===== src/core/cesr_consts.vh =====
`ifndef CESR_CONSTS_VH
`define CESR_CONSTS_VH
// Register offsets
`define CESR_ADDR_GAIN_CEIL   8'h1c
`define CESR_ADDR_LUMA_TGT    8'h1d
`define CESR_ADDR_LOOP_CFG    8'h1e
`define CESR_ADDR_EXPL_LO     8'h20
`define CESR_ADDR_EXPL_HI     8'h21
`define CESR_ADDR_EXPC_LO     8'h22
`define CESR_ADDR_EXPC_HI     8'h23
`define CESR_ADDR_WSTART_LO   8'h24
`define CESR_ADDR_WSTART_HI   8'h25
`define CESR_ADDR_WCOUNT_LO   8'h26
`define CESR_ADDR_WCOUNT_HI   8'h27
// Reset values
`define CESR_RST_GAIN_CEIL    8'hff
`define CESR_RST_LUMA_TGT     8'h80
`define CESR_RST_LOOP_CFG     8'h00
`define CESR_RST_EXPL         16'h0000
`define CESR_RST_EXPC         16'h0000
`define CESR_RST_WSTART       16'h0000
`define CESR_RST_WCOUNT       16'h01ee
// Legal maxima
`define CESR_MAX_EXPL         16'h0fff
`define CESR_MAX_EXPC         16'h030b
`define CESR_MAX_WSTART       16'h01ed
`define CESR_MAX_WCOUNT       16'h01ee
// Loop configuration fields
`define CESR_CFG_AE_BIT       0
`define CESR_CFG_AGC_BIT      1
`define CESR_CFG_LONG_BIT     7
`define CESR_CFG_WR_MASK      8'h83
// Scan mode codes
`define CESR_SCAN_FULL        3'h0
`define CESR_SCAN_VAR         3'h7
// Window limits
`define CESR_FULL_LINES       16'h01ee
`define CESR_FIRST_LINE_OFS   16'h0001
// Shutter limit and unmapped read value
`define CESR_MIN_SHUT_CLKS    16'h0132
`define CESR_READ_UNMAPPED    8'h00
`endif


===== src/core/cesr_pair_reg.v =====
`timescale 1ns/1ps
`default_nettype none
`include "cesr_consts.vh"
module cesr_pair_reg #(
    parameter [15:0] MAX_VAL = 16'hffff,
    parameter [15:0] RST_VAL = 16'h0000
) (
    input  wire        clk,
    input  wire        rst,
    input  wire        wr_lo,
    input  wire        wr_hi,
    input  wire [7:0]  wr_data,
    input  wire        apply,
    output reg  [15:0] staged_r,
    output reg  [15:0] active_r
);
    reg  [15:0] raw;
    reg  [15:0] staged_nxt;

    ////////////////////////////////////////////////////////////////////////
    // Byte merge and clamp on write
    always @* begin
        raw = staged_r;
        if (wr_lo) begin
            raw[7:0] = wr_data;
        end
        if (wr_hi) begin
            raw[15:8] = wr_data;
        end
        staged_nxt = (raw > MAX_VAL) ? MAX_VAL : raw;
    end

    ////////////////////////////////////////////////////////////////////////
    // Staged copy, frame-aligned active copy
    always @(posedge clk or posedge rst) begin
        if (rst) begin
            staged_r <= RST_VAL;
            active_r <= RST_VAL;
        end else begin
            staged_r <= staged_nxt;
            if (apply) begin
                active_r <= staged_r;
            end
        end
    end
endmodule // cesr_pair_reg
`default_nettype wire


===== src/core/cesr_shutter.v =====
`timescale 1ns/1ps
`default_nettype none
`include "cesr_consts.vh"
module cesr_shutter (
    input  wire        clk,
    input  wire        rst,
    input  wire        frame_start,
    input  wire        line_tick,
    input  wire        pix_tick,
    input  wire        long_mode,
    input  wire [15:0] exp_lines,
    input  wire [15:0] exp_clocks,
    output reg         exposing_r,
    output reg         shutter_off_r,
    output wire        frame_hold
);
    localparam [1:0] ST_IDLE  = 2'h0;
    localparam [1:0] ST_LINES = 2'h1;
    localparam [1:0] ST_CLKS  = 2'h2;
    localparam [1:0] ST_FULL  = 2'h3;

    reg  [1:0]  state_r;
    reg  [15:0] line_cnt_r;
    reg  [15:0] clk_cnt_r;
    wire        busy  = (state_r != ST_IDLE);
    wire        start = frame_start && !frame_hold;
    wire        min_shut = (exp_lines == 16'h0000) && (exp_clocks != 16'h0000)
                           && (exp_clocks <= `CESR_MIN_SHUT_CLKS);

    assign frame_hold = long_mode && busy && (state_r != ST_FULL);

    ////////////////////////////////////////////////////////////////////////
    // Exposure timer: lines first, then pixel clocks
    always @(posedge clk or posedge rst) begin
        if (rst) begin
            state_r       <= ST_IDLE;
            line_cnt_r    <= 16'h0000;
            clk_cnt_r     <= 16'h0000;
            exposing_r    <= 1'b0;
            shutter_off_r <= 1'b0;
        end else begin
            case (state_r)
            ST_LINES: begin
                if (line_tick) begin
                    if (line_cnt_r <= 16'h0001) begin
                        state_r <= (clk_cnt_r == 16'h0000) ? ST_IDLE : ST_CLKS;
                        exposing_r <= (clk_cnt_r != 16'h0000);
                    end
                    line_cnt_r <= line_cnt_r - 16'h0001;
                end
            end
            ST_CLKS: begin
                if (pix_tick) begin
                    if (clk_cnt_r <= 16'h0001) begin
                        state_r    <= ST_IDLE;
                        exposing_r <= 1'b0;
                    end
                    clk_cnt_r <= clk_cnt_r - 16'h0001;
                end
            end
            default: begin
                if (state_r == ST_FULL && frame_start) begin
                    state_r    <= ST_IDLE;
                    exposing_r <= 1'b0;
                end
            end
            endcase
            if (start) begin
                shutter_off_r <= 1'b0;
                exposing_r    <= 1'b1;
                line_cnt_r    <= exp_lines;
                clk_cnt_r     <= min_shut ? `CESR_MIN_SHUT_CLKS : exp_clocks;
                if (exp_lines == 16'h0000 && exp_clocks == 16'h0000) begin
                    state_r       <= ST_FULL;
                    shutter_off_r <= 1'b1;
                end else if (exp_lines == 16'h0000) begin
                    state_r <= ST_CLKS;
                end else begin
                    state_r <= ST_LINES;
                end
            end
        end
    end
endmodule // cesr_shutter
`default_nettype wire


===== src/core/cesr_regs.v =====
// Overview of operation
// - Gain ceiling is 8 bits, resets 255; applied gain exceeds it only for one clock after it is lowered.
// - Luminance target is 8 bits, resets 128; loop regulates toward it.
// - Loop config bit 1 enables auto gain, bit 0 auto exposure.
// - Loop config resets 0; bit 7 long exposure; host writes zeros to 6..2.
// - Auto plus long exposure: exposure free of frame rate, frame stretches.
// - Exposure is line count times line period plus pixel clocks.
// - Both exposure counts zero: shutter off, full frame exposure.
// - Zero lines and 1 to 306 clocks: minimum shutter exposure.
// - Exposure line count 0..4095, resets 0, larger writes become 4095.
// - Exposure pixel clocks 0..779, resets 0, larger writes become 779.
// - First partial scan line is window start plus one; start resets 0.
// - Window start 0..493, larger writes become 493.
// - Start plus line count above 494 falls back to full scan.
// - Window line count sets image height, resets 494, range 0..494.
// - Window line count writes above 494 become 494.
// - Partial window used only with scan mode code 111; 000 is full.
`timescale 1ns/1ps
`default_nettype none
`include "cesr_consts.vh"
module cesr_regs (
    input  wire        clk,
    input  wire        rst,
    input  wire        reg_wr,
    input  wire        reg_rd,
    input  wire [7:0]  reg_addr,
    input  wire [7:0]  reg_wdata,
    output reg  [7:0]  reg_rdata_r,
    output reg         reg_rvalid_r,
    input  wire [2:0]  scan_mode,
    input  wire        frame_start,
    input  wire        line_tick,
    input  wire        pix_tick,
    input  wire [7:0]  loop_gain_req,
    input  wire [15:0] loop_exp_lines,
    input  wire [15:0] loop_exp_clocks,
    output reg  [7:0]  gain_out_r,
    output reg  [7:0]  luminance_target_r,
    output reg  [7:0]  auto_gain_ceiling_r,
    output wire        auto_gain_en,
    output wire        auto_exposure_en,
    output wire        long_exposure_en,
    output wire        exposing,
    output wire        shutter_off,
    output wire        frame_hold,
    output reg         partial_scan_r,
    output reg  [15:0] first_line_r,
    output reg  [15:0] line_count_r
);
    reg  [7:0]  luminance_loop_config_r;
    wire [15:0] expl_staged;
    wire [15:0] expl_active;
    wire [15:0] expc_staged;
    wire [15:0] expc_active;
    wire [15:0] wstart_staged;
    wire [15:0] wstart_active;
    wire [15:0] wcount_staged;
    wire [15:0] wcount_active;
    wire [15:0] use_lines;
    wire [15:0] use_clocks;
    wire [16:0] window_end;
    wire        window_fits;
    wire        var_mode;
    reg  [7:0]  rdata_nxt;
    reg  [7:0]  gain_nxt;

    ////////////////////////////////////////////////////////////////////////
    // Address decode
    function wr_hit;
        input [7:0] a;
        input [7:0] target;
        begin
            wr_hit = reg_wr && (a == target);
        end
    endfunction

    function [7:0] byte_sel;
        input [15:0] v;
        input        hi;
        begin
            byte_sel = hi ? v[15:8] : v[7:0];
        end
    endfunction

    ////////////////////////////////////////////////////////////////////////
    // Byte registers
    always @(posedge clk or posedge rst) begin
        if (rst) begin
            auto_gain_ceiling_r     <= `CESR_RST_GAIN_CEIL;
            luminance_target_r      <= `CESR_RST_LUMA_TGT;
            luminance_loop_config_r <= `CESR_RST_LOOP_CFG;
        end else begin
            if (wr_hit(reg_addr, `CESR_ADDR_GAIN_CEIL)) begin
                auto_gain_ceiling_r <= reg_wdata;
            end
            if (wr_hit(reg_addr, `CESR_ADDR_LUMA_TGT)) begin
                luminance_target_r <= reg_wdata;
            end
            if (wr_hit(reg_addr, `CESR_ADDR_LOOP_CFG)) begin
                luminance_loop_config_r <= reg_wdata & `CESR_CFG_WR_MASK;
            end
        end
    end

    assign auto_exposure_en = luminance_loop_config_r[`CESR_CFG_AE_BIT];
    assign auto_gain_en     = luminance_loop_config_r[`CESR_CFG_AGC_BIT];
    assign long_exposure_en = luminance_loop_config_r[`CESR_CFG_LONG_BIT];

    ////////////////////////////////////////////////////////////////////////
    // Sixteen-bit pairs, clamped on write, applied at frame start
    cesr_pair_reg #(
        .MAX_VAL (`CESR_MAX_EXPL),
        .RST_VAL (`CESR_RST_EXPL)
    ) u_expl (
        .clk      (clk),
        .rst      (rst),
        .wr_lo    (wr_hit(reg_addr, `CESR_ADDR_EXPL_LO)),
        .wr_hi    (wr_hit(reg_addr, `CESR_ADDR_EXPL_HI)),
        .wr_data  (reg_wdata),
        .apply    (frame_start),
        .staged_r (expl_staged),
        .active_r (expl_active)
    );

    cesr_pair_reg #(
        .MAX_VAL (`CESR_MAX_EXPC),
        .RST_VAL (`CESR_RST_EXPC)
    ) u_expc (
        .clk      (clk),
        .rst      (rst),
        .wr_lo    (wr_hit(reg_addr, `CESR_ADDR_EXPC_LO)),
        .wr_hi    (wr_hit(reg_addr, `CESR_ADDR_EXPC_HI)),
        .wr_data  (reg_wdata),
        .apply    (frame_start),
        .staged_r (expc_staged),
        .active_r (expc_active)
    );

    cesr_pair_reg #(
        .MAX_VAL (`CESR_MAX_WSTART),
        .RST_VAL (`CESR_RST_WSTART)
    ) u_wstart (
        .clk      (clk),
        .rst      (rst),
        .wr_lo    (wr_hit(reg_addr, `CESR_ADDR_WSTART_LO)),
        .wr_hi    (wr_hit(reg_addr, `CESR_ADDR_WSTART_HI)),
        .wr_data  (reg_wdata),
        .apply    (frame_start),
        .staged_r (wstart_staged),
        .active_r (wstart_active)
    );

    cesr_pair_reg #(
        .MAX_VAL (`CESR_MAX_WCOUNT),
        .RST_VAL (`CESR_RST_WCOUNT)
    ) u_wcount (
        .clk      (clk),
        .rst      (rst),
        .wr_lo    (wr_hit(reg_addr, `CESR_ADDR_WCOUNT_LO)),
        .wr_hi    (wr_hit(reg_addr, `CESR_ADDR_WCOUNT_HI)),
        .wr_data  (reg_wdata),
        .apply    (frame_start),
        .staged_r (wcount_staged),
        .active_r (wcount_active)
    );

    ////////////////////////////////////////////////////////////////////////
    // Exposure source and shutter timer
    assign use_lines  = auto_exposure_en ? loop_exp_lines : expl_active;
    assign use_clocks = auto_exposure_en ? loop_exp_clocks : expc_active;

    cesr_shutter u_shutter (
        .clk           (clk),
        .rst           (rst),
        .frame_start   (frame_start),
        .line_tick     (line_tick),
        .pix_tick      (pix_tick),
        .long_mode     (auto_exposure_en && long_exposure_en),
        .exp_lines     (use_lines),
        .exp_clocks    (use_clocks),
        .exposing_r    (exposing),
        .shutter_off_r (shutter_off),
        .frame_hold    (frame_hold)
    );

    ////////////////////////////////////////////////////////////////////////
    // Gain limit
    always @* begin
        gain_nxt = auto_gain_en ? loop_gain_req : auto_gain_ceiling_r;
        if (gain_nxt > auto_gain_ceiling_r) begin
            gain_nxt = auto_gain_ceiling_r;
        end
    end

    always @(posedge clk or posedge rst) begin
        if (rst) begin
            gain_out_r <= `CESR_RST_GAIN_CEIL;
        end else begin
            gain_out_r <= gain_nxt;
        end
    end

    ////////////////////////////////////////////////////////////////////////
    // Partial scan window
    assign window_end  = {1'b0, wstart_active} + {1'b0, wcount_active};
    assign window_fits = (window_end <= {1'b0, `CESR_FULL_LINES});
    assign var_mode    = (scan_mode == `CESR_SCAN_VAR);

    always @(posedge clk or posedge rst) begin
        if (rst) begin
            partial_scan_r <= 1'b0;
            first_line_r   <= `CESR_FIRST_LINE_OFS;
            line_count_r   <= `CESR_FULL_LINES;
        end else begin
            if (var_mode && window_fits) begin
                partial_scan_r <= 1'b1;
                first_line_r   <= wstart_active + `CESR_FIRST_LINE_OFS;
                line_count_r   <= wcount_active;
            end else begin
                partial_scan_r <= 1'b0;
                first_line_r   <= `CESR_FIRST_LINE_OFS;
                line_count_r   <= `CESR_FULL_LINES;
            end
        end
    end

    ////////////////////////////////////////////////////////////////////////
    // Readback
    always @* begin
        case (reg_addr)
        `CESR_ADDR_GAIN_CEIL:  rdata_nxt = auto_gain_ceiling_r;
        `CESR_ADDR_LUMA_TGT:   rdata_nxt = luminance_target_r;
        `CESR_ADDR_LOOP_CFG:   rdata_nxt = luminance_loop_config_r;
        `CESR_ADDR_EXPL_LO:    rdata_nxt = byte_sel(expl_staged, 1'b0);
        `CESR_ADDR_EXPL_HI:    rdata_nxt = byte_sel(expl_staged, 1'b1);
        `CESR_ADDR_EXPC_LO:    rdata_nxt = byte_sel(expc_staged, 1'b0);
        `CESR_ADDR_EXPC_HI:    rdata_nxt = byte_sel(expc_staged, 1'b1);
        `CESR_ADDR_WSTART_LO:  rdata_nxt = byte_sel(wstart_staged, 1'b0);
        `CESR_ADDR_WSTART_HI:  rdata_nxt = byte_sel(wstart_staged, 1'b1);
        `CESR_ADDR_WCOUNT_LO:  rdata_nxt = byte_sel(wcount_staged, 1'b0);
        `CESR_ADDR_WCOUNT_HI:  rdata_nxt = byte_sel(wcount_staged, 1'b1);
        default:               rdata_nxt = `CESR_READ_UNMAPPED;
        endcase
    end

    always @(posedge clk or posedge rst) begin
        if (rst) begin
            reg_rdata_r  <= `CESR_READ_UNMAPPED;
            reg_rvalid_r <= 1'b0;
        end else begin
            reg_rvalid_r <= reg_rd;
            if (reg_rd) begin
                reg_rdata_r <= rdata_nxt;
            end
        end
    end
endmodule // cesr_regs
`default_nettype wire


===== config.mk =====
export PLATFORM = sky130hd
export DESIGN_NAME = cesr_regs
export DESIGN_NICKNAME = d
export VERILOG_FILES = /design/src/core/cesr_pair_reg.v /design/src/core/cesr_shutter.v /design/src/core/cesr_regs.v
export VERILOG_INCLUDE_DIRS = /design/src /design/src/core
export SDC_FILE = /design/constraint.sdc
export NUM_CORES = 1
export LEC_CHECK = 0
export BUFFER_PORTS_ARGS = -buffer_cell sky130_fd_sc_hd__buf_2
export CAP_MARGIN = 10
export CELL_PAD_IN_SITES_DETAIL_PLACEMENT = 1
export CELL_PAD_IN_SITES_GLOBAL_PLACEMENT = 1
export CORE_MARGIN = 2
export CORE_UTILIZATION = 40
export CTS_CLUSTER_SIZE = 40
export DETAILED_ROUTE_END_ITERATION = 16
export GPL_ROUTABILITY_DRIVEN = 0
export PLACE_DENSITY = 0.66
export SYNTH_ARGS = -nofsm -noshare
export SYNTH_HDL_FRONTEND = slang
export SYNTH_HIERARCHICAL = 1
export SYNTH_SLANG_ARGS = --single-unit

===== constraint.sdc =====
create_clock -name clk -period 6.4 [get_ports clk]
set_clock_uncertainty 0.15 [all_clocks]
set_input_delay 0.96 -clock clk [delete_from_list [all_inputs] [get_ports clk]]
set_output_delay 0.96 -clock clk [all_outputs]
set_load 0.01 [all_outputs]

; ---- Word-level counts from Yosys, hierarchy flattened
; Index checks and enable logic that the tools add are counted.
[op_classes]
eq_ne = 20
n_addsub = 4
n_reduce_logical = 35
n_lt_le_gt_ge = 9
mux = 45
[ops]
columns = cell, n
row1 = 16-bit two-way mux, 15
row2 = 8-bit one-hot mux with 11 select lines, 1
row3 = 8-bit two-way mux, 10
row4 = 8-bit by 6-bit equality test with 1-bit output (second input constant), 8
row5 = 16-bit logical NOT, 3
row6 = 16-bit by 9-bit greater-than comparator with 1-bit output (second input constant), 2
row7 = 16-bit by 1-bit less-or-equal comparator with 1-bit output (second input constant), 2
row8 = 16-bit nonzero test, 2
row9 = 16-bit by 1-bit subtractor with 16-bit output (second input constant), 2
row10 = 8-bit by 5-bit equality test with 1-bit output (second input constant), 3
row11 = 1-bit logical AND, 20
row12 = 2-bit two-way mux, 9
row13 = 16-bit by 16-bit adder with 17-bit output, 1
row14 = 17-bit by 9-bit less-or-equal comparator with 1-bit output (second input constant), 1
row15 = 16-bit by 1-bit adder with 16-bit output (second input constant), 1
row16 = 16-bit by 10-bit greater-than comparator with 1-bit output (second input constant), 1
row17 = 16-bit by 12-bit greater-than comparator with 1-bit output (second input constant), 1
row18 = 16-bit by 9-bit less-or-equal comparator with 1-bit output (second input constant), 1
row19 = 2-bit nonzero test, 5
row20 = 8-bit greater-than comparator, 1
row21 = 1-bit two-way mux, 8
row22 = 3-bit by 1-bit != test with 1-bit output (second input constant), 2
row23 = 3-bit by 2-bit != test with 1-bit output (second input constant), 2
row24 = 5-bit AND reduction, 1
row25 = other kinds (9), 11
[totals]
elab_cells = 135
reg_bits = 233
out_inout_bits = 72

; ---- Logic depth before layout (Yosys ltp)
[logic_depth]
depth_word = 7
mapped_depth = 12
mapped_depth_nobuf = 10

; ---- Hierarchy
; Netlist, hierarchy kept.
[modules_own_cells]
columns = mod, seq_area_each_um2, instances, area_each_um2, cells_each
row1 = cesr_regs, 1757.9, 1, 4974.8, 523
row2 = cesr_shutter, 900.9, 1, 2183.3, 247
row3 = cesr_pair_reg at u_expc, 800.8, 1, 1335.0, 92
row4 = cesr_pair_reg at u_wstart, 800.8, 1, 1272.5, 92
row5 = cesr_pair_reg at u_wcount, 818.3, 1, 1265.0, 87
row6 = cesr_pair_reg at u_expl, 800.8, 1, 1227.4, 82

; ---- Least setup slack after synthesis
; OpenSTA, ideal clock, no wires.
[synth_timing]
path_kind = in2reg
from = input port reg_addr[7]
to = register u_wstart.staged_r[1]
setup_time_ns = 0.120
setup_slack_ns = 2.965
arrival_ns = 3.165
t_required_ns = 6.130
cell_stages = 9
cell_sequence = or4b_1 -> nor2_1 -> nand2_1 -> nor4_1 -> buf_2 -> nand3_1 -> o22ai_1 -> o211ai_1 -> and3_1
[synth_via]
elab_chain_len = 5
elab_cells_between_ends = 8
[synth_rtl]
columns = item, line_no
row1 = "start, declared", cesr_regs.v:26  ; input wire [7:0] reg_addr,
row2 = 8-bit by 6-bit equality test with 1-bit output, --
row3 = 1-bit logical AND, cesr_regs.v:73  ; wr_hit = reg_wr && (a == target);
row4 = 8-bit two-way mux (on tied branches), "cesr_pair_reg.v:24, cesr_pair_reg.v:27"
row5 = 16-bit by 9-bit greater-than comparator with 1-bit output, cesr_pair_reg.v:30  ; staged_nxt = (raw > MAX_VAL) ? MAX_VAL : raw;
row6 = 16-bit two-way mux *, cesr_pair_reg.v:30
row7 = net u_wstart.staged_nxt[1], cesr_pair_reg.v:18  ; reg [15:0] staged_nxt;
row8 = "end signal, assigned", cesr_pair_reg.v:40  ; staged_r <= staged_nxt;
row9 = "end, declared", cesr_pair_reg.v:14  ; output reg [15:0] staged_r,
; The timed path passes the listed nets; every way through them passes the cells marked *.
; A chain may end at the register's enable or synchronous reset.

; ---- Worst setup path after layout
[layout_timing]
from = register u_wstart.active_r[0]
to = register line_count_r[8]
[layout_via]
elab_chain_len = 4
[layout_rtl]
columns = item, line_no
row1 = "start, declared", cesr_pair_reg.v:15  ; output reg [15:0] active_r
row2 = "start signal, assigned", cesr_pair_reg.v:42  ; active_r <= staged_r;
row3 = 16-bit by 16-bit adder with 17-bit output, cesr_regs.v:205  ; assign window_end = {1'b0, wstart_active} + {1'b0, wcount_active};
row4 = 17-bit by 9-bit less-or-equal comparator with 1-bit output, cesr_regs.v:206  ; assign window_fits = (window_end <= {1'b0, `CESR_FULL_LINES});
row5 = 1-bit logical AND, cesr_regs.v:215  ; if (var_mode && window_fits) begin
row6 = 16-bit two-way mux, cesr_regs.v:215
row7 = "end signal, assigned", cesr_regs.v:213  ; line_count_r <= `CESR_FULL_LINES;
row8 = "end signal, assigned", cesr_regs.v:218  ; line_count_r <= wcount_active;
row9 = "end signal, assigned", cesr_regs.v:222  ; line_count_r <= `CESR_FULL_LINES;
row10 = "end, declared", cesr_regs.v:48  ; output reg [15:0] line_count_r
; Every way passes these cells.

==> results.sh <==
export IMPL_synthesis_area_per_instance_um2=10.9
export IMPL_grt_max_degree=67
export IMPL_worst_setup_path_end_kind="flop"
export IMPL_grt_antenna_before_repair=1
export IMPL_netlist_instances=1123
export IMPL_die_area_um2=32100
export IMPL_powerDensity_nw_per_um2=246
export IMPL_yosysUniqueCellTypes=85
export IMPL_synth_edff_count=0
export IMPL_worst_skew_pair_later_pin_latency_ns=0.53
export IMPL_clock_tree_buffer_depth=3
export IMPL_upper_clock_frequency_limit_mhz=250
export IMPL_syn2layout_area_growth_pct=16.5
export IMPL_synth_simple_area_share_pct=16.5
export IMPL_std_cell_rows=64
export IMPL_critical_path_slowest_cell="or4b_4"
export IMPL_wl_met2_um=17600
export IMPL_synth_cell_area_um2=12300
export IMPL_result_of_the_run="finished, final reports clean"
export IMPL_gr_total_overflow=0
export IMPL_post_drt_wl_per_cell_um=21.7
export IMPL_timing_critical_path_required_ns=6.69
export IMPL_drt_pass1_iterations=5
export IMPL_startpoint_type="flop"
export IMPL_ys_warn_count=6
export IMPL_dr_total_vias=9486
export IMPL_drc=0
export IMPL_numCtsBuffers=27
export IMPL_placeableCoreArea_um2=30300
export IMPL_static_leakage_power_nw=5.88
export IMPL_setup_ws_ns=2.40
export IMPL_timing_critical_path_fanout_max=33
export IMPL_fin_setup_tns_ns=0
export IMPL_synth_adder_area_share_pct=3.63
export IMPL_finalWorstPathRequiredPeriod_ns=4.00
export IMPL_synth_seq_area_share_pct=48.0
export IMPL_min_path_type="reg -> reg"
export IMPL_met1_length_um=17000
export IMPL_final_common_cell="dfrtp_1"
export IMPL_preCtsSetupSlack_ns=2.17
export IMPL_detail_route_iter0_violations=673
export IMPL_final_cell_mix="dfrtp_1 (194), buf_2 (137), mux2_2 (120), nand2_1 (114), nor2_1 (51)"
export IMPL_vias_per_cell=5.59
export IMPL_i_o_pin_cnt=138
export IMPL_cts_resized=0
export IMPL_routed_wirelength_um=36900
export IMPL_clock_tree_from_tritoncts="built"
export IMPL_worst_slew_pin_slew_ns=1.16
export IMPL_final_min_period_over_clock_period_pct=62.5
export IMPL_clock_sinks=233
export IMPL_cp_slowest_stage_delay_ns=0.77
export IMPL_nets=1380
export IMPL_hold_viol_final=0
export IMPL_criticalPathCategory="reg -> reg"
export IMPL_critPathArrivalTime_ns=4.29
export IMPL_die_height_um=179
export IMPL_maxCapViolCount=0
export IMPL_relSlewSlack_pct=22.5
export IMPL_cts_root_buffer="clkbuf_16"
export IMPL_final_number_of_setup_violating_endpoints=0
export IMPL_synth_xor_area_share_pct=3.43
export IMPL_groute_usage_overall_pct=23.2
export IMPL_dominantRegCellSynth="dfrtp_1"
export IMPL_reg2reg_slack_ns=2.40
export IMPL_ys_seq_elements=233
export IMPL_synth_async_reset_ratio_pct=100
export IMPL_number_of_hold_buffers_added_after_cts=0
export IMPL_cell_chain_of_the_critical_path="ha_1 -> inv_1 -> fa_1 -> nor2b_1 -> o211ai_2 -> a211oi_2 -> o21ai_0 -> a221oi_2 -> nand4b_2 -> or4b_4"
export IMPL_number_of_buffers_added_on_ports=137
export IMPL_grt_first_pass_wirelength_um=57200
export IMPL_drive_above_1_share_pct=29.9
export IMPL_dp_final_hpwl_um=27000
export IMPL_grt_pass1_vias=9803
export IMPL_cts_max_level=1
export IMPL_post_synth_mux_area_share_pct=15.3
export IMPL_cts_reportedPaths_clkPinSlew_ns=0.06
export IMPL_highest_signal_layer="met4"
export IMPL_die_width_um=179
export IMPL_wl_met3_um=1540
export IMPL_worst_ir_drop_vdd_mv=0.171
export IMPL_cts_repair_timing_setup_buffer_count=0
export IMPL_area_fraction_in_compound_gates_after_synthesis_pct=10.2
export IMPL_floorplan_initialDensity_pct=40.4
export IMPL_setup_repair_after_global_routing_missed_its_margin="no"
export IMPL_slew_viol_final=0
export IMPL_final_antenna_net_count=0
export IMPL_synth_top_family_by_area="simple AND/OR/NAND/NOR gates"
-- path summary, 6_finish.rpt --
path	start	end	cells after the start
max	u_wstart/active_r[0]$_DFFE_PP0P_	line_count_r[8]$_DFF_PP1_	10
min	u_expc/active_r[5]$_DFFE_PP0P_	u_expc/active_r[5]$_DFFE_PP0P_	1
max reg2reg	u_wstart/active_r[0]$_DFFE_PP0P_	line_count_r[8]$_DFF_PP1_	10
min reg2reg	u_expc/active_r[5]$_DFFE_PP0P_	u_expc/active_r[5]$_DFFE_PP0P_	1
max in group asynchronous	rst	gain_out_r[4]$_DFF_PP1_	3
min in group asynchronous	rst	u_expc/active_r[8]$_DFFE_PP0P_	2
-- metrics by stage --
step | util [%] | instances | hold slack [ns] | cell area [um2] | total power, mW
2_1_floorplan | - | 1143 | 0.304 | 12300 | 1.91
3_3_place_gp | 44.3 | 1645 | 0.320 | 13400 | 2.06
3_5_place_dp | 44.3 | 1645 | 0.321 | 13400 | 2.07
4_1_cts | 47.0 | 1694 | 0.335 | 14300 | 3.57
5_1_grt | 47.1 | 1696 | 0.357 | 14300 | 3.67
6_report | 47.1 | 1696 | 0.330 | 14300 | 3.52
-- cell type report --
class,instances,area [um2]
Sequential cell,233,5880
Multi-Input combinational cell,830,6140
Clock inverter,4,48.8
Inverter,36,135
Fill cell,3356,16100
Timing Repair Buffer,151,791
Tap cell,396,495
Antenna cell,1,2.50
Clock buffer,45,793
-- cells by family after synthesis --
logic type               after synthesis
adder cells (fa/ha/maj)               35
AO/OA/AOI/OAI                        180
other                                  4
buffers and inverters                 80
flip-flops                           233
AND/OR/NAND/NOR                      372
XOR/XNOR                              48
multiplexers                         171
-- cell usage after synthesis, drive strengths merged, types with 6 or more instances --
| cell | number | area share (%) |
|---|---|---|
| nor2 | 54 | 1.9 |
| nor2b | 6 | 0.31 |
| dfstp | 39 | 8.4 |
| nand4 | 15 | 0.77 |
| a21oi | 36 | 1.6 |
| nand2 | 116 | 3.6 |
| dfrtp | 194 | 40 |
| ha | 34 | 3.5 |
| nor4 | 19 | 1.0 |
| clkbuf | 26 | 0.80 |
| a222oi | 12 | 0.98 |
| nand3 | 30 | 1.3 |
| nand4b | 6 | 0.48 |
| a21o | 7 | 0.43 |
| and3 | 9 | 0.46 |
| inv | 35 | 1.1 |
| or3 | 10 | 0.51 |
| nand2b | 6 | 0.31 |
| o22ai | 10 | 0.56 |
| a22oi | 18 | 1.1 |
| or4 | 11 | 0.78 |
| mux2 | 128 | 12 |
| a41o | 7 | 0.57 |
| xor2 | 18 | 1.3 |
| xnor2 | 30 | 2.1 |
| buf | 18 | 0.96 |
| o21ai | 55 | 2.3 |
| mux2i | 43 | 3.5 |
| or4b | 13 | 1.1 |
| nor3 | 52 | 2.4 |
-- flip-flops by register name, indices dropped and copies added (netlist names) --
| register | flops |
|---|---|
| u_expl/staged_r | 16 |
| u_shutter/shutter_off_r | 1 |
| u_wstart/active_r | 16 |
| luminance_loop_config_r | 3 |
| u_shutter/clk_cnt_r | 16 |
| u_wstart/staged_r | 16 |
| luminance_target_r | 8 |
| u_expc/staged_r | 16 |
| u_shutter/line_cnt_r | 16 |
| u_shutter/exposing_r | 1 |
| partial_scan_r | 1 |
| u_expl/active_r | 16 |
| reg_rdata_r | 8 |
| auto_gain_ceiling_r | 8 |
| line_count_r | 16 |
| u_expc/active_r | 16 |
| gain_out_r | 8 |
| first_line_r | 16 |
| reg_rvalid_r | 1 |
| u_shutter/state_r | 2 |
| u_wcount/active_r | 16 |
| u_wcount/staged_r | 16 |
-- worst max-delay path: cells and delay by family (launching register included) --
| kind | cells | cell delay, ns |
|---|---|---|
| and+or+nand+nor | 3 | 1.69 |
| AOI/OAI and AO/OA | 4 | 0.87 |
| adders and majority gates | 2 | 0.63 |
| DFF | 1 | 0.52 |
| buffers and inverters | 1 | 0.06 |
-- where the power goes --
part           switching [mW]  internal (mW)
Combinational           0.282          0.171
Sequential             0.0590           1.53
Clock                   0.597          0.878
Total                   0.938           2.58
-- metal layers --
metal	global-route usage, %	up-vias
met5	0	-
met4	5.25	0
met2	38.5	195
met1	32.3	4824
met3	2.93	50
li1	-	4417
Note: power is estimated with default switching activity, not from simulation.
